### config.mk
export PLATFORM = sky130hd
export DESIGN_NAME = sarc_config_result
export DESIGN_NICKNAME = d
export VERILOG_FILES = /design/src/inc/sarc_pkg.sv /design/src/hdl/sarc_config_result.sv
export SDC_FILE = /design/constraint.sdc
export NUM_CORES = 1
export LEC_CHECK = 0
export BUFFER_PORTS_ARGS = -buffer_cell sky130_fd_sc_hd__buf_2
export CAP_MARGIN = 20
export CORE_MARGIN = 8
export CORE_UTILIZATION = 44
export CTS_CLUSTER_DIAMETER = 40
export DETAILED_ROUTE_END_ITERATION = 10
export PLACE_DENSITY = 0.67
export SYNTH_ARGS = -nofsm -noshare
export SYNTH_HDL_FRONTEND = slang
export SYNTH_SLANG_ARGS = --single-unit
### constraint.sdc
create_clock -name clk -period 2.5 [get_ports clk]
set_input_delay 0.25 -clock clk [delete_from_list [all_inputs] [get_ports clk]]
set_output_delay 0.25 -clock clk [all_outputs]
set_load 0.02 [all_outputs]
### src/inc/sarc_pkg.sv
package sarc_pkg;

    // ------------------------------------------------------------
    // Register addresses
    // ------------------------------------------------------------
    localparam logic [7:0] SARC_ADDR_CONFIG  = 8'hbc;
    localparam logic [7:0] SARC_ADDR_RES_LOW = 8'hbd;
    localparam logic [7:0] SARC_ADDR_RES_HI  = 8'hbe;

    // ------------------------------------------------------------
    // Reset values
    // ------------------------------------------------------------
    localparam logic [7:0] SARC_CONFIG_RST = 8'hf9;
    localparam logic [7:0] SARC_BYTE_ZERO  = 8'h00;

    // ------------------------------------------------------------
    // Field positions of the configuration register
    // ------------------------------------------------------------
    localparam int SARC_DIV_MSB   = 7;
    localparam int SARC_DIV_LSB   = 3;
    localparam int SARC_LJST_BIT  = 2;
    localparam int SARC_8BIT_BIT  = 1;
    localparam int SARC_GAIN_BIT  = 0;
    localparam int SARC_DIV_W     = 5;

    // ------------------------------------------------------------
    // Conversion timing in conversion clock cycles
    // ------------------------------------------------------------
    localparam logic [3:0] SARC_BITS_10    = 4'ha;
    localparam logic [3:0] SARC_BITS_8     = 4'h8;
    localparam logic [3:0] SARC_TRACK_DLY  = 4'h3;
    localparam logic [3:0] SARC_CNT_ZERO   = 4'h0;
    localparam logic [3:0] SARC_CNT_ONE    = 4'h1;
    localparam logic [4:0] SARC_DIV_ZERO   = 5'h00;
    localparam logic [4:0] SARC_DIV_ONE    = 5'h01;

    // ------------------------------------------------------------
    // Sequencer states
    // ------------------------------------------------------------
    typedef enum logic [1:0]
    {
        SARC_IDLE  = 2'b00,
        SARC_DELAY = 2'b01,
        SARC_CONV  = 2'b10
    } sarc_state_type;

endpackage

### src/hdl/sarc_config_result.sv
// Contract
// - Conversion clock divider field sits in config bits 7..3, value is ratio minus one.
// - Config bit 2 selects right (0) or left (1) justification.
// - Config bit 1 selects 10-bit (0) or 8-bit (1) conversions.
// - Eight-bit mode ignores the justification select.
// - Config bit 0 drives gain select: 0 half gain, 1 unity.
// - Right-justified high byte: zeros in 7..2, code top bits in 1..0.
// - Left-justified high byte holds code bits 9..2.
// - Eight-bit mode high byte holds the full 8-bit result.
// - Right-justified low byte holds code bits 7..0.
// - Left-justified low byte: code bits 1..0 in 7..6, zeros below.
// - Eight-bit mode conversion end writes zero to the low byte.
// - Converter stays shut down and converts nothing unless enable is one.
// - In-progress high during conversion; its fall at conversion end (not on disable) sets done flag with valid result.
// - Eight-bit conversions take two fewer conversion clocks.
// - Delayed tracking postpones conversion start by three conversion clocks.
`timescale 1ns/1ps

module sarc_config_result
    import sarc_pkg::*;
(
    // Clock and reset
    input  wire logic       clk,
    input  wire logic       nrst,
    // Special function register port
    input  wire logic [7:0] sfr_addr,
    input  wire logic       sfr_wr,
    input  wire logic [7:0] sfr_wdata,
    output logic      [7:0] sfr_rdata,
    // Control bits held elsewhere
    input  wire logic       converter_enable,
    input  wire logic       delayed_tracking_select,
    input  wire logic       start_conversion,
    input  wire logic       done_flag_clear,
    // Converter core
    input  wire logic [9:0] core_code,
    output logic            conversion_clock,
    output logic            core_powered,
    output logic            gain_select,
    output logic            eight_bit_mode_enable,
    output logic            conversion_in_progress,
    output logic            conversion_done_flag
);

    // ------------------------------------------------------------
    // Configuration register
    // ------------------------------------------------------------
    logic [7:0] config_r, config_nxt;
    logic [7:0] res_low_r, res_low_nxt;
    logic [7:0] res_hi_r, res_hi_nxt;

    logic [SARC_DIV_W-1:0] sar_clock_divider;
    logic                  left_justify_select;

    assign sar_clock_divider   = config_r[SARC_DIV_MSB:SARC_DIV_LSB];
    assign left_justify_select = config_r[SARC_LJST_BIT];
    assign eight_bit_mode_enable = config_r[SARC_8BIT_BIT];
    assign gain_select         = config_r[SARC_GAIN_BIT];
    assign core_powered        = converter_enable;

    // ------------------------------------------------------------
    // Conversion clock divider
    // ------------------------------------------------------------
    logic [4:0] div_cnt_r, div_cnt_nxt;
    logic       sar_tick;

    // one tick every divider plus one system clocks
    always_comb
    begin
        sar_tick    = (div_cnt_r >= sar_clock_divider);
        div_cnt_nxt = sar_tick ? SARC_DIV_ZERO : div_cnt_r + SARC_DIV_ONE;
        if (!converter_enable)
        begin
            div_cnt_nxt = SARC_DIV_ZERO;
        end
    end

    always_ff @(posedge clk)
    begin
        if (!nrst)
            div_cnt_r <= SARC_DIV_ZERO;
        else
            div_cnt_r <= div_cnt_nxt;
    end

    // Clock output as a registered pulse keeps it glitch free
    logic clk_out_r;
    always_ff @(posedge clk)
    begin
        if (!nrst)
            clk_out_r <= 1'b0;
        else
            clk_out_r <= sar_tick & converter_enable;
    end
    assign conversion_clock = clk_out_r;

    // ------------------------------------------------------------
    // Conversion sequencer
    // ------------------------------------------------------------
    sarc_state_type state_r, state_nxt;
    logic [3:0]     cnt_r, cnt_nxt;
    logic           done_r, done_nxt;
    logic           finish;

    always_comb
    begin
        state_nxt = state_r;
        cnt_nxt   = cnt_r;
        finish    = 1'b0;
        case (state_r)
            SARC_IDLE:
            begin
                if (start_conversion && converter_enable)
                begin
                    // delayed tracking adds three conversion clocks
                    if (delayed_tracking_select)
                    begin
                        state_nxt = SARC_DELAY;
                        cnt_nxt   = SARC_TRACK_DLY;
                    end
                    // eight-bit mode resolves two fewer bits
                    else
                    begin
                        state_nxt = SARC_CONV;
                        cnt_nxt   = eight_bit_mode_enable ? SARC_BITS_8 : SARC_BITS_10;
                    end
                end
            end
            SARC_DELAY:
            begin
                if (sar_tick)
                begin
                    cnt_nxt = cnt_r - SARC_CNT_ONE;
                    if (cnt_r == SARC_CNT_ONE)
                    begin
                        state_nxt = SARC_CONV;
                        cnt_nxt   = eight_bit_mode_enable ? SARC_BITS_8 : SARC_BITS_10;
                    end
                end
            end
            SARC_CONV:
            begin
                if (sar_tick)
                begin
                    cnt_nxt = cnt_r - SARC_CNT_ONE;
                    if (cnt_r == SARC_CNT_ONE)
                    begin
                        state_nxt = SARC_IDLE;
                        finish    = 1'b1;
                    end
                end
            end
            default:
            begin
                state_nxt = SARC_IDLE;
                cnt_nxt   = SARC_CNT_ZERO;
            end
        endcase
        if (!converter_enable)
        begin
            state_nxt = SARC_IDLE;
            cnt_nxt   = SARC_CNT_ZERO;
            finish    = 1'b0;
        end
        // completion sets done, set wins over clear
        done_nxt = finish ? 1'b1 : (done_flag_clear ? 1'b0 : done_r);
    end

    always_ff @(posedge clk)
    begin
        if (!nrst)
        begin
            state_r <= SARC_IDLE;
            cnt_r   <= SARC_CNT_ZERO;
            done_r  <= 1'b0;
        end
        else
        begin
            state_r <= state_nxt;
            cnt_r   <= cnt_nxt;
            done_r  <= done_nxt;
        end
    end

    assign conversion_in_progress = (state_r != SARC_IDLE);
    assign conversion_done_flag   = done_r;

    // ------------------------------------------------------------
    // Result formatting and register writes
    // ------------------------------------------------------------
    always_comb
    begin
        config_nxt  = config_r;
        res_low_nxt = res_low_r;
        res_hi_nxt  = res_hi_r;
        if (sfr_wr)
        begin
            if (sfr_addr == SARC_ADDR_CONFIG)
                config_nxt = sfr_wdata;
            else if (sfr_addr == SARC_ADDR_RES_LOW)
                res_low_nxt = sfr_wdata;
            else if (sfr_addr == SARC_ADDR_RES_HI)
                res_hi_nxt = sfr_wdata;
        end
        // Completion overrides a same-cycle software write to the result
        if (finish)
        begin
            if (eight_bit_mode_enable)
            begin
                // full 8-bit result in high byte
                res_hi_nxt  = core_code[9:2];
                res_low_nxt = SARC_BYTE_ZERO;
            end
            else if (left_justify_select)
            begin
                // high byte holds top eight bits
                res_hi_nxt  = core_code[9:2];
                // two low bits at the top of low byte
                res_low_nxt = {core_code[1:0], 6'b00_0000};
            end
            else
            begin
                res_hi_nxt  = {6'b00_0000, core_code[9:8]};
                res_low_nxt = core_code[7:0];
            end
        end
    end

    always_ff @(posedge clk)
    begin
        if (!nrst)
        begin
            config_r  <= SARC_CONFIG_RST;
            res_low_r <= SARC_BYTE_ZERO;
            res_hi_r  <= SARC_BYTE_ZERO;
        end
        else
        begin
            config_r  <= config_nxt;
            res_low_r <= res_low_nxt;
            res_hi_r  <= res_hi_nxt;
        end
    end

    // Read mux, unmapped addresses read zero
    always_comb
    begin
        if (sfr_addr == SARC_ADDR_CONFIG)
            sfr_rdata = config_r;
        else if (sfr_addr == SARC_ADDR_RES_LOW)
            sfr_rdata = res_low_r;
        else if (sfr_addr == SARC_ADDR_RES_HI)
            sfr_rdata = res_hi_r;
        else
            sfr_rdata = SARC_BYTE_ZERO;
    end

    // ------------------------------------------------------------
    // Checks
    // ------------------------------------------------------------
    chk_done_on_end: assert property (@(posedge clk) disable iff (!nrst)
        (state_r == SARC_CONV && state_nxt == SARC_IDLE && converter_enable) |=> conversion_done_flag)
        else $error("done flag not set at conversion end");
    chk_idle_when_off: assert property (@(posedge clk) disable iff (!nrst)
        !converter_enable |=> !conversion_in_progress)
        else $error("busy while disabled");
    chk_eight_low_zero: assert property (@(posedge clk) disable iff (!nrst)
        (finish && eight_bit_mode_enable) |=> (res_low_r == SARC_BYTE_ZERO))
        else $error("low byte not zero in 8-bit mode");
    chk_right_hi_fmt: assert property (@(posedge clk) disable iff (!nrst)
        (finish && !eight_bit_mode_enable && !left_justify_select) |=> (res_hi_r[7:2] == 6'b00_0000))
        else $error("right-justified high byte not padded");
    chk_left_low_fmt: assert property (@(posedge clk) disable iff (!nrst)
        (finish && !eight_bit_mode_enable && left_justify_select) |=> (res_low_r[5:0] == 6'b00_0000))
        else $error("left-justified low byte not padded");
    chk_eight_hi_val: assert property (@(posedge clk) disable iff (!nrst)
        (finish && eight_bit_mode_enable) |=> (res_hi_r == $past(core_code[9:2])))
        else $error("8-bit high byte wrong");
    chk_tick_period: assert property (@(posedge clk) disable iff (!nrst)
        (sar_tick && converter_enable && sar_clock_divider == SARC_DIV_ONE && $stable(config_r) && !sfr_wr)
        |=> !sar_tick ##1 sar_tick)
        else $error("conversion clock period wrong");
    chk_tick_count: assert property (@(posedge clk) disable iff (!nrst)
        (converter_enable && !sar_tick) |=> (div_cnt_r == $past(div_cnt_r) + SARC_DIV_ONE))
        else $error("divider counter did not advance");
    chk_delay_entry: assert property (@(posedge clk) disable iff (!nrst)
        (state_r == SARC_IDLE && start_conversion && converter_enable && delayed_tracking_select)
        |=> (state_r == SARC_DELAY && cnt_r == SARC_TRACK_DLY))
        else $error("delayed tracking not entered");
    chk_conv_len: assert property (@(posedge clk) disable iff (!nrst)
        (state_r != SARC_CONV && state_nxt == SARC_CONV && converter_enable)
        |=> (cnt_r == ($past(eight_bit_mode_enable) ? SARC_BITS_8 : SARC_BITS_10)))
        else $error("conversion length wrong");

endmodule // sarc_config_result

# After elaboration in Yosys (flattened, before gate mapping)
# Index checks and enable logic that the tools add are counted.
dict set report op_classes {
  add_sub_neg 2
  magnitude_cmp 1
  n_eq_ne 13
  muxes 36
  bitwise_logic 3
  reduce_logical 14
}
# cell n
set ops {}
lappend ops {{8-bit 2-to-1 mux} 16}
lappend ops {{8-bit == test, second input constant} 3}
lappend ops {{4-bit 2-to-1 mux} 5}
lappend ops {{2-bit 2-to-1 mux} 7}
lappend ops {{2-bit != test, second input constant} 7}
lappend ops {{4-bit case mux with 3 select lines} 1}
lappend ops {{2-bit nonzero test} 5}
lappend ops {{1-bit 2-to-1 mux} 6}
lappend ops {{2-bit case mux with 3 select lines} 1}
lappend ops {{3-bit AND reduction} 2}
lappend ops {{5-bit by 1-bit adder with 5-bit output, second input constant} 1}
lappend ops {{5-bit >= comparator} 1}
lappend ops {{5-bit AND reduction} 1}
lappend ops {{4-bit by 1-bit == test with 1-bit output, second input constant} 1}
lappend ops {{2-bit AND reduction} 2}
lappend ops {{4-bit AND reduction} 1}
lappend ops {{4-bit by 1-bit subtractor with 4-bit output, second input constant} 1}
lappend ops {{3-bit OR reduction} 1}
lappend ops {{2-bit by 1-bit == test with 1-bit output, second input constant} 1}
lappend ops {{2-bit == test, second input constant} 1}
lappend ops {{2-bit zero test} 1}
lappend ops {{1-bit inverter} 2}
lappend ops {{1-bit bitwise AND} 1}
lappend ops {{1-bit logical AND} 1}
dict set report totals {
  register_bits 37
  inputBits 33
  out_inout_bits 14
  wordCells 77
}

# Logic depth before layout (Yosys ltp)
# Gate-level depths: netlist (run 1).
dict set report logic_depth {
  word_depth 7
  ltp_mapped 9
  ltp_nobuf 8
}

# Worst setup path before layout (run 1)
# Ideal clock, no wire load.
dict set report synth_timing {
  path_type {reg-to-reg}
  start {reg div_cnt_r[0]}
  end {reg res_hi_r[2]}
  setup_ps 119
  arrival_time_ps 1842
  required_time_ps 2381
  slack_ps 539
  stages_incl_launch_ff 10
  n_path_buf 1
  synth_period_minus_slack_ps 1961
  cell_sequence {dfxtp_1 > inv_1 > ha_1 > nor2b_1 > o21ai_2 > a31oi_1 > or4b_4 > buf_6 > o21ai_1 > a21oi_1}
}
dict set report synth_via {
  elab_chain_cells 6
  elab_cells_between_ends 10
  classes_between {order compare: 1; eq/ne: 2; mux: 4; reduce/logical: 3}
}
# element line_no
set synth_lines {}
lappend synth_lines {{start: declaration} sarc_config_result.sv:64} ;# logic [4:0] div_cnt_r, div_cnt_nxt;
lappend synth_lines {{start signal: assignment} sarc_config_result.sv:83} ;# div_cnt_r <= div_cnt_nxt;
lappend synth_lines {{5-bit >= comparator (*)} sarc_config_result.sv:70} ;# sar_tick = (div_cnt_r >= sar_clock_divider);
lappend synth_lines {{1-bit 2-to-1 mux (*)} sarc_config_result.sv:143} ;# if (sar_tick)
lappend synth_lines {{1-bit 2-to-1 mux (*)} sarc_config_result.sv:110} ;# case (state_r)
lappend synth_lines {{1-bit 2-to-1 mux (*)} sarc_config_result.sv:159} ;# if (!converter_enable)
lappend synth_lines {{2-bit != test (no source line) or 2-bit nonzero test (tied branches)} --}
lappend synth_lines {{4-bit AND reduction (no source line)} --}
lappend synth_lines {{end signal: assignment} sarc_config_result.sv:241} ;# res_hi_r <= res_hi_nxt;
lappend synth_lines {{end: declaration} sarc_config_result.sv:50} ;# logic [7:0] res_hi_r, res_hi_nxt;
# Every way passes the cells marked *; elsewhere a longest branch is shown, timed or not.
# A chain may end at the register's enable or synchronous reset.

# Worst setup path in the final report (run 1)
dict set report layout_timing {
  start {reg div_cnt_r[0]}
  end {reg res_low_r[2]}
}
dict set report layout_via {
  elab_chain_cells 6
  elab_cells_between_ends 9
  classes_between {order compare: 1; eq/ne: 1; mux: 4; reduce/logical: 3}
}
# element line_no
set layout_lines {}
lappend layout_lines {{5-bit >= comparator (*)} sarc_config_result.sv:70}
lappend layout_lines {{1-bit 2-to-1 mux (*)} sarc_config_result.sv:143}
lappend layout_lines {{1-bit 2-to-1 mux (*)} sarc_config_result.sv:110}
lappend layout_lines {{1-bit 2-to-1 mux (*)} sarc_config_result.sv:159}
lappend layout_lines {{2-bit != test (no source line) or 2-bit nonzero test (tied branches)} --}
lappend layout_lines {{3-bit AND reduction (no source line)} --}
lappend layout_lines {{end signal: assignment} sarc_config_result.sv:240} ;# res_low_r <= res_low_nxt;
lappend layout_lines {{end: declaration} sarc_config_result.sv:49} ;# logic [7:0] res_low_r, res_low_nxt;
# Marked as above.

==> results of run 1 <==
[cell type report]
class / instances / area [um^2] / area share (%)
Clock buffer: 5 / 68.82 / 2.762
Clock inverter: 3 / 68.82 / 2.762
Inverter: 10 / 37.54 / 1.507
Multi-Input combinational cell: 192 / 1262 / 50.68
Sequential cell: 37 / 740.7 / 29.73
Tap cell: 54 / 67.56 / 2.712
Timing Repair Buffer: 48 / 245.2 / 9.844
[layer usage]
| layer | routed length (um) | GRT usage [%] | part of all wire [%] |
|---|---|---|---|
| met1 | 2398 | 19.59 | 45 |
| met2 | 2417 | 22.80 | 46 |
| met3 | 427 | 5.019 | 8.1 |
| met4 | 60 | 4.854 | 1.1 |
| met5 | 0 | 0 | 0 |
[power breakdown]
part / total [W] / switching (W) / internal (W)
Clock: 0.000641 / 0.000239 / 0.000402
Combinational: 0.000125 / 0.0000711 / 0.0000535
Sequential: 0.000601 / 0.00000722 / 0.000594
[state kept, by name, summed over array words and instances (netlist names)]
name / cells
cnt_r: 4
config_r: 8
conversion_clock: 1
conversion_done_flag: 1
div_cnt_r: 5
res_hi_r: 8
res_low_r: 8
state_r: 2
[cell usage after synthesis (all sizes together), types with 2 or more instances]
cell and count:
nor3 4, xor2 2, mux2 3, buf 7, ha 8, a21oi 24
nand4 2, nor2b 11, a31oi 3, nand4b 2, mux2i 34, nand3 6
nand2 23, nand2b 6, clkbuf 5, nor2 30, inv 10, o21ai 15
xnor2 2, o2bb2ai 6, dfxtp 37
[final timing paths]
check | start | to | depth (start not counted)
setup / recovery | div_cnt_r[0]$_SDFF_PP0_ | res_low_r[2]$_SDFFE_PN0P_ | 8
hold / removal | core_code[2] | res_low_r[2]$_SDFFE_PN0P_ | 2
setup reg to reg | div_cnt_r[0]$_SDFF_PP0_ | res_low_r[2]$_SDFFE_PN0P_ | 8
hold reg to reg | div_cnt_r[0]$_SDFF_PP0_ | div_cnt_r[0]$_SDFF_PP0_ | 1
[worst max-delay path: stages, from the launching register on]
cell and delay [ps]:
dfxtp_1 380, inv_1 60, ha_1 270, nor2b_1 50
o21ai_2 160, a31oi_1 170, or4b_4 700, nand2_1 240
o2bb2ai_1 100
[cell families after synthesis]
family                   after synthesis
buffers and inverters                 22
multiplexers                          37
XOR/XNOR                               4
adder cells (fa/ha/maj)                8
AND/OR/NAND/NOR                       89
AO/OA/AOI/OAI                         54
flip-flops                            37
[per-stage QoR]
| step | instances | total power, W | area [um^2] | worst slack (ps) |
|---|---|---|---|---|
| after floorplan | 251 | 0.0006877 | 2105 | 538.9 |
| final | 349 | 0.001366 | 2491 | 245.4 |
| after CTS | 349 | 0.001374 | 2491 | 257.3 |
| after global placement | 341 | 0.0007376 | 2354 | 375.0 |
| after global routing | 349 | 0.001412 | 2491 | 101.2 |
| after detailed placement | 341 | 0.0007391 | 2354 | 283.6 |
==> out/qor.yml, run 1 <==
vdd_drop_max_mv: 0.2716
r2r_slack_ps: 250
cts_resized: 0
coreArea_um2: 4661
final_cell_mix: "46 x buf_2, 37 x dfxtp_1, 34 x mux2i_1"
synth_xor_area_share_pct: 1.665
die_h_um: 85.16
crit_fanout: 23
leakage_nw: 1.239
grt_pass1_vias: 1747
finalCritPeriodShare_pct: 90.18
diodes: 0
area_growth_pct: 18.37
critical_path_class: "reg -> reg"
ant_nets: 0
cts_num_sinks: 37
overflow: 0
cts-htree-levels: 2
yosysTopAreaCell: "dfxtp_1"
io_pins: 47
fp-row-count: 25
synth_compound_area_share_pct: 15.16
synth_cell_types: 38
nFillCells: 451
final_common_cell: "buf_2"
layout.nets: 335
cap_violations: 0
syn_nets: 292
clk_latency_ps: 300
slew_viol_final: 0
gr-usage-all-layers_pct: 15.11
drive_gt1_share_pct: 21.02
arrival_ps: 2430
whs_ps: 188.7
max_freq_mhz: 443.5
ctsHoldBuffers: 0
cts_root_buffer: "clkbuf_8"
cts_inserted_buffers: 5
finalClockSkew_ps: 11.47
port_buffers: 46
rsz0062_at_grt: "no"
slew_headroom_pct: 59.48
initial_core_util_pct: 45.15
setup_tns_ps: 0
yosys_most_used_dff: "dfxtp_1"
vias: 1864
synth-edff-count: 0
cts_setup_buffers: 0
grt_max_degree: 24
synthCells: 251
drc_errors: 0
syn-cell-area_um2: 2105
yosysWarnings: 0
grt_pass1_wl_um: 8749
wl_um: 5304
synth_top_family_by_area: "simple AND/OR/NAND/NOR gates"
gp_congestion: 0.8948
dr.pass1.iters: 4
required_ps: 2680
hpwlAfterDp_um: 3989
die-area_um2: 7252
yosys.area_share.simple_pct: 20.63
clk_pin_slew_ps: 90
synth_top_area_share_pct: 35.20
drtIter0Drc: 139
detail_route.wl_per_cell_um: 15.20
synthMuxAreaShare_pct: 17.78
syn_avg_cell_area_um2: 8.385
status: "finished clean"
hold_path_class: "in -> reg"
synth-adder-area-share_pct: 4.756
cts_tree: "yes"
synth.yosys.seq_area_share_pct: 35.20
cts_max_path_buffers: 2
setup_viol: 0
synthArstFlopShare_pct: 0
hold_viol: 0
synth_area_leaders: "dfxtp_1 35%, mux2i_1 16%, a21oi_1 5.7%, nor2_1 5.2%, ha_1 4.8%"
synth_seq_cells: 37
die_x_um: 85.16
critPathCaptureType: "flop"
period_needed_ps: 2255
tightest_slew_ps: 605.5
p_per_area_nw_per_um2: 548.5
via_per_inst: 5.341
final_util_pct: 53.45
antenna_found_initial: 0
start_kind: "flop"
Note: power is estimated with default switching activity, not from simulation.
==> run 2: changes to the inputs <==
--- a/config.mk
+++ b/config.mk
@@ -5,13 +5,14 @@
 export SDC_FILE = /design/constraint.sdc
 export NUM_CORES = 1
 export LEC_CHECK = 0
+export ABC_AREA = 1
 export BUFFER_PORTS_ARGS = -buffer_cell sky130_fd_sc_hd__buf_2
 export CAP_MARGIN = 20
 export CORE_MARGIN = 8
 export CORE_UTILIZATION = 44
 export CTS_CLUSTER_DIAMETER = 40
 export DETAILED_ROUTE_END_ITERATION = 10
-export PLACE_DENSITY = 0.67
+export PLACE_DENSITY = 0.66
 export SYNTH_ARGS = -nofsm -noshare
 export SYNTH_HDL_FRONTEND = slang
 export SYNTH_SLANG_ARGS = --single-unit
==> out/qor.yml, run 2 <==
antenna_found_initial: 0
hpwlAfterDp_um: 4921
area_growth_pct: 12.68
ant_nets: 0
crit_fanout: 17
vias: 2484
cts-htree-levels: 2
critPathCaptureType: "output pin"
overflow: 0
drc_errors: 0
grt_max_degree: 31
synth_area_leaders: "dfxtp_1 31%, nand2_1 12%, nand3_1 8.9%, inv_1 8.2%, nand4_1 6.2%"
setup_tns_ps: 0
drtIter0Drc: 143
slew_headroom_pct: 57.73
final_cell_mix: "77 x nand2_1, 53 x inv_1, 46 x buf_2"
wl_um: 6464
synthArstFlopShare_pct: 0
die-area_um2: 8150
layout.nets: 440
slew_viol_final: 0
path_cells: "buf_2, inv_1, nand3_2, a31oi_1, buf_2"
coreArea_um2: 5405
setup_viol: 0
finalPower_w: 0.001181
syn_avg_cell_area_um2: 6.780
cts_setup_buffers: 0
synth_cell_types: 30
gr-usage-all-layers_pct: 15.98
arrival_ps: 1650
grt_pass1_wl_um: 10810
synth_commonest_cells: "77 x nand2_1, 53 x inv_1, 43 x nand3_1"
diodes: 0
required_ps: 2250
worst_slack_ps: 598.0
cap_violations: 0
hold_path_class: "in -> reg"
cts_num_sinks: 37
port_buffers: 46
io_pins: 47
clk_latency_ps: 290
leakage_nw: 1.475
reg2reg_from: "config_r[7]$_SDFFE_PN1P_"
cts_max_path_buffers: 2
reg2reg_depth: 10
synth-edff-count: 0
vdd_drop_max_mv: 0.2360
period_needed_ps: 1902
syn_nets: 399
clk_pin_slew_ps: 80
critPathMaxStageDelay_ps: 400
nFillCells: 560
hp-start: "done_flag_clear"
max_freq_mhz: 525.8
dr.pass1.iters: 4
hold_viol: 0
crit_top_cell: "buf_2"
min_path_cells: 4
synth_top_area_share_pct: 30.52
tightest_slew_ps: 631.7
finalClockSkew_ps: 8.384
syn-cell-area_um2: 2427
r2r_end: "res_hi_r[5]$_SDFFE_PN0P_"
yosysTopAreaCell: "dfxtp_1"
status: "finished clean"
holdPathEnd: "conversion_done_flag$_SDFFE_PN0P_"
synth_seq_cells: 37
die_x_um: 90.28
cts_root_buffer: "clkbuf_8"
grt_pass1_vias: 2300
yosysWarnings: 0
dp_slack_ps: 591.8
detail_route.wl_per_cell_um: 13.72
critical_path_class: "in -> out"
cts_inserted_buffers: 5
finalCritPeriodShare_pct: 76.08
yosys_most_used_dff: "dfxtp_1"
cts_tree: "yes"
cts_resized: 0
reg_top3: "config_r: 8 flops, res_hi_r: 8 flops, res_low_r: 8 flops"
initial_core_util_pct: 44.91
drive_gt1_share_pct: 18.55
die_h_um: 90.28
via_per_inst: 5.274
ctsHoldBuffers: 0
start_kind: "input pin"
critPathSlowestCell: "nand3_2"
rsz0062_at_grt: "no"
r2r_slack_ps: 600
gp_congestion: 0.8951
fp-row-count: 27
crit_start: "sfr_addr[0]"
p_per_area_nw_per_um2: 432.0
synthCells: 358
synth.yosys.seq_area_share_pct: 30.52
final_common_cell: "nand2_1"
synth_most_common_cell: "nand2_1"
final_util_pct: 50.60
-- run 2: changes by cell type after synthesis, moves of 10 or more --
cell,previous run,this run
a21oi_1,24,5
inv_1,10,53
mux2i_1,34,0
nand2_1,23,77
nand3_1,6,43
nand4_1,2,24
nor2_1,29,39
nor2b_1,11,0
-- run 2: stage by stage --
step | std cells | hold WS (ps) | cell area [um^2]
final | 471 | 209.6 | 2735
after global placement | 464 | 449.3 | 2649
after global routing | 471 | 211.6 | 2735
after CTS | 471 | 206.7 | 2735
after floorplan | 358 | 370.7 | 2427
after detailed placement | 464 | 450.1 | 2649
-- run 2: critical path: cells and delay by family --
kind	cells	cell delay [ps]
AOI/OAI and AO/OA	1	300
buffers and inverters	3	700
and+or+nand+nor	1	400
-- run 2: power breakdown --
group	switching, W	total [W]	internal (W)
logic	0.000100	0.000152	0.0000522
registers	0.00000607	0.000603	0.000596
clock network	0.000208	0.000427	0.000219
total	0.000314	0.00118	0.000868
-- run 2: how the worst max path moves through the flow --
stage	endpoint	slack, ps	cells past startpoint
floorplan	sfr_rdata[0]	950	6
global placement	sfr_rdata[6]	600	5
detailed placement	sfr_rdata[7]	590	5
CTS	sfr_rdata[7]	590	5
global route	res_hi_r[4]$_SDFFE_PN0P_	390	11
finish	sfr_rdata[6]	600	5
-- run 2: layout make-up --
cell class                 count  area [um^2]  share of cell area (%)
clock buffer                   7        86.33                   3.156
inverter                      55        206.4                   7.548
multi-input combinational    252         1366                   49.95
sequential                    37        740.7                   27.08
tap                           72        90.09                   3.294
timing repair buffer          48        245.2                   8.966
-- run 2: cells by family after synthesis --
group                      after synthesis  share of synthesized area, %
AOI/OAI and AO/OA                       40                         9.330
xor gates and xnor gates                 2                        0.7218
adders and majority gates                8                         4.124
buffers and inverters                   69                         13.20
DFF                                     37                         30.52
and+or+nand+nor                        202                         42.11
-- run 2: layer usage --
layer	routed length [um]	track usage, %	vias to the layer above
met5	0	0	-
met4	151	6.935	0
met3	392	4.489	15
met2	3034	26.26	72
met1	2886	18.96	1147
li1	-	-	1250
==> run 3: changes to the inputs <==
--- a/config.mk
+++ b/config.mk
@@ -5,14 +5,14 @@
 export SDC_FILE = /design/constraint.sdc
 export NUM_CORES = 1
 export LEC_CHECK = 0
-export ABC_AREA = 1
+export ABC_AREA = 0
 export BUFFER_PORTS_ARGS = -buffer_cell sky130_fd_sc_hd__buf_2
 export CAP_MARGIN = 20
 export CORE_MARGIN = 8
 export CORE_UTILIZATION = 44
 export CTS_CLUSTER_DIAMETER = 40
 export DETAILED_ROUTE_END_ITERATION = 10
-export PLACE_DENSITY = 0.66
+export PLACE_DENSITY = 0.67
 export SYNTH_ARGS = -nofsm -noshare
 export SYNTH_HDL_FRONTEND = slang
 export SYNTH_SLANG_ARGS = --single-unit
==> constraint.sdc (replaced) <==
create_clock -name clk -period 1.98 [get_ports clk]
set_input_delay 0.198 -clock clk [delete_from_list [all_inputs] [get_ports clk]]
set_output_delay 0.198 -clock clk [all_outputs]
set_load 0.02 [all_outputs]
==> out/qor.yml, run 3 (same netlist as run 1, synthesis figures left out) <==
status: "finished clean"
via_per_inst: 5.320
grt_pass1_wl_um: 9390
coreArea_um2: 4661
port_buffers: 46
critPathCaptureType: "flop"
detail_route.wl_per_cell_um: 15.07
die_h_um: 85.16
gr-usage-all-layers_pct: 15.70
critical_path_class: "reg -> reg"
tightest_slew_ps: 720.8
p_per_area_nw_per_um2: 528.0
final_util_pct: 58.98
initial_core_util_pct: 45.15
arrival_ps: 2200
die-area_um2: 7252
r2r_end: "res_low_r[2]$_SDFFE_PN0P_"
reg2reg_depth: 8
endpoint: "res_low_r[2]$_SDFFE_PN0P_"
clk_pin_slew_ps: 70
finalCritPeriodShare_pct: 99.96
crit_fanout: 6
wl_um: 5605
nFillCells: 409
slew_viol_final: 0
die_x_um: 85.16
antenna_found_initial: 0
hold_viol: 0
rsz0062_at_grt: "yes"
whs_ps: 143.2
reg_top3: "config_r: 8 flops, res_hi_r: 8 flops, res_low_r: 8 flops"
leakage_nw: 1.337
cts_max_path_buffers: 2
start_kind: "flop"
max_freq_mhz: 505.2
fp-row-count: 25
grt.busiest_layer: "met2"
ant_nets: 0
drc_errors: 0
cts_num_sinks: 37
dr.pass1.iters: 4
cts_root_buffer: "clkbuf_8"
setup_viol: 0
required_ps: 2200
final_cell_mix: "46 x buf_2, 34 x mux2i_1, 34 x dfxtp_1"
grt_pass1_vias: 2041
drive_gt1_share_pct: 32.70
clk_latency_ps: 290
finalClockSkew_ps: 3.307
grtUsageMet1_pct: 18.44
use_met2_pct: 27.06
hold_path_class: "in -> reg"
r2r_slack_ps: 0.7
drtIter0Drc: 76
grt_util_met3_pct: 4.151
diodes: 0
slew_headroom_pct: 51.85
io_pins: 47
crit_start: "config_r[5]$_SDFFE_PN1P_"
period_needed_ps: 1979
hpwlAfterDp_um: 4119
gp_congestion: 0.9139
cts_inserted_buffers: 5
final_common_cell: "buf_2"
layout.nets: 358
cts-htree-levels: 2
reg2reg_from: "config_r[5]$_SDFFE_PN1P_"
cts_tree: "yes"
cap_violations: 0
vdd_drop_max_mv: 0.2989
overflow: 0
area_growth_pct: 30.62
grt_max_degree: 24
vias: 1979
-- run 3: changes by cell type in the layout (fill, tap and decap cells not counted), moves of 7 or more --
cell     before  now
nand2_1      77   21
inv_1        53    8
nand3_1      43    6
mux2i_1       0   34
nand4_1      24    2
buf_4         2   21
a21oi_1       5   19
nor2_1       39   29
nor2b_1       0   10
o21ai_0      11    4
-- run 3: how the worst min path moves through the flow --
stage                             from                         to  slack [ps]  depth (start not counted)
final                     core_code[2]  res_low_r[2]$_SDFFE_PN0P_         140                          2
after global routing      core_code[2]  res_low_r[2]$_SDFFE_PN0P_         140                          2
after CTS                 core_code[1]  res_low_r[1]$_SDFFE_PN0P_         140                          2
after detailed placement  core_code[4]  res_low_r[4]$_SDFFE_PN0P_         440                          2
after global placement    core_code[2]  res_low_r[2]$_SDFFE_PN0P_         420                          2
after floorplan           core_code[0]  res_low_r[0]$_SDFFE_PN0P_         310                          1
-- run 3: layer usage --
metal	routed length [um]	vias up
li1	-	1021
met1	2565	909
met2	2647	42
met3	330	7
met4	62	0
met5	0	-
-- run 3: critical path: stages (launching register included) --
cell       delay [ps]
dfxtp_2           340
inv_2              40
ha_4              270
nand2_4            50
o21ai_4           180
a31oi_4           130
or4b_4            600
nor2_4            170
o2bb2ai_1         130
-- run 3: power by group --
group          total, W  internal (W)  switching [W]
Combinational  0.000179     0.0000786       0.000100
Clock          0.000516      0.000244       0.000271
Sequential     0.000757      0.000750     0.00000704
-- run 3: area by class of cell --
| class | count | area (um^2) | share of cell area, % |
|---|---|---|---|
| multi-input cells | 194 | 1406 | 51.16 |
| flip-flops and latches | 37 | 744.5 | 27.08 |
| repair buffers | 69 | 410.4 | 14.93 |
| clock buffers | 6 | 72.57 | 2.640 |
| well taps | 54 | 67.56 | 2.458 |
| inverters | 10 | 37.54 | 1.365 |
| clock inverters | 2 | 10.01 | 0.3641 |
-- run 3: metrics by stage --
stage	std cells	setup WS (ps)	TNS (ps)	cell area (um^2)	total power, W
6_report	372	0.6943	0	2749	0.001451
5_1_grt	372	-76.38	-814.4	2749	0.001507
4_1_cts	372	8.237	0	2689	0.001448
3_5_place_dp	360	-88.46	-616.5	2496	0.0009400
3_3_place_gp	360	-44.92	-264.0	2496	0.0009387
2_1_floorplan	251	18.85	0	2105	0.0008683
-- run 3: repair_timing --
action | CTS | global route
pin swaps | 9 | 5
hold buffers | 0 | 0
gates cloned | 2 | 0
endpoints found under the setup margin | 14 | 18
buffers inserted | 2 | 0
gates resized for setup | 14 | 15
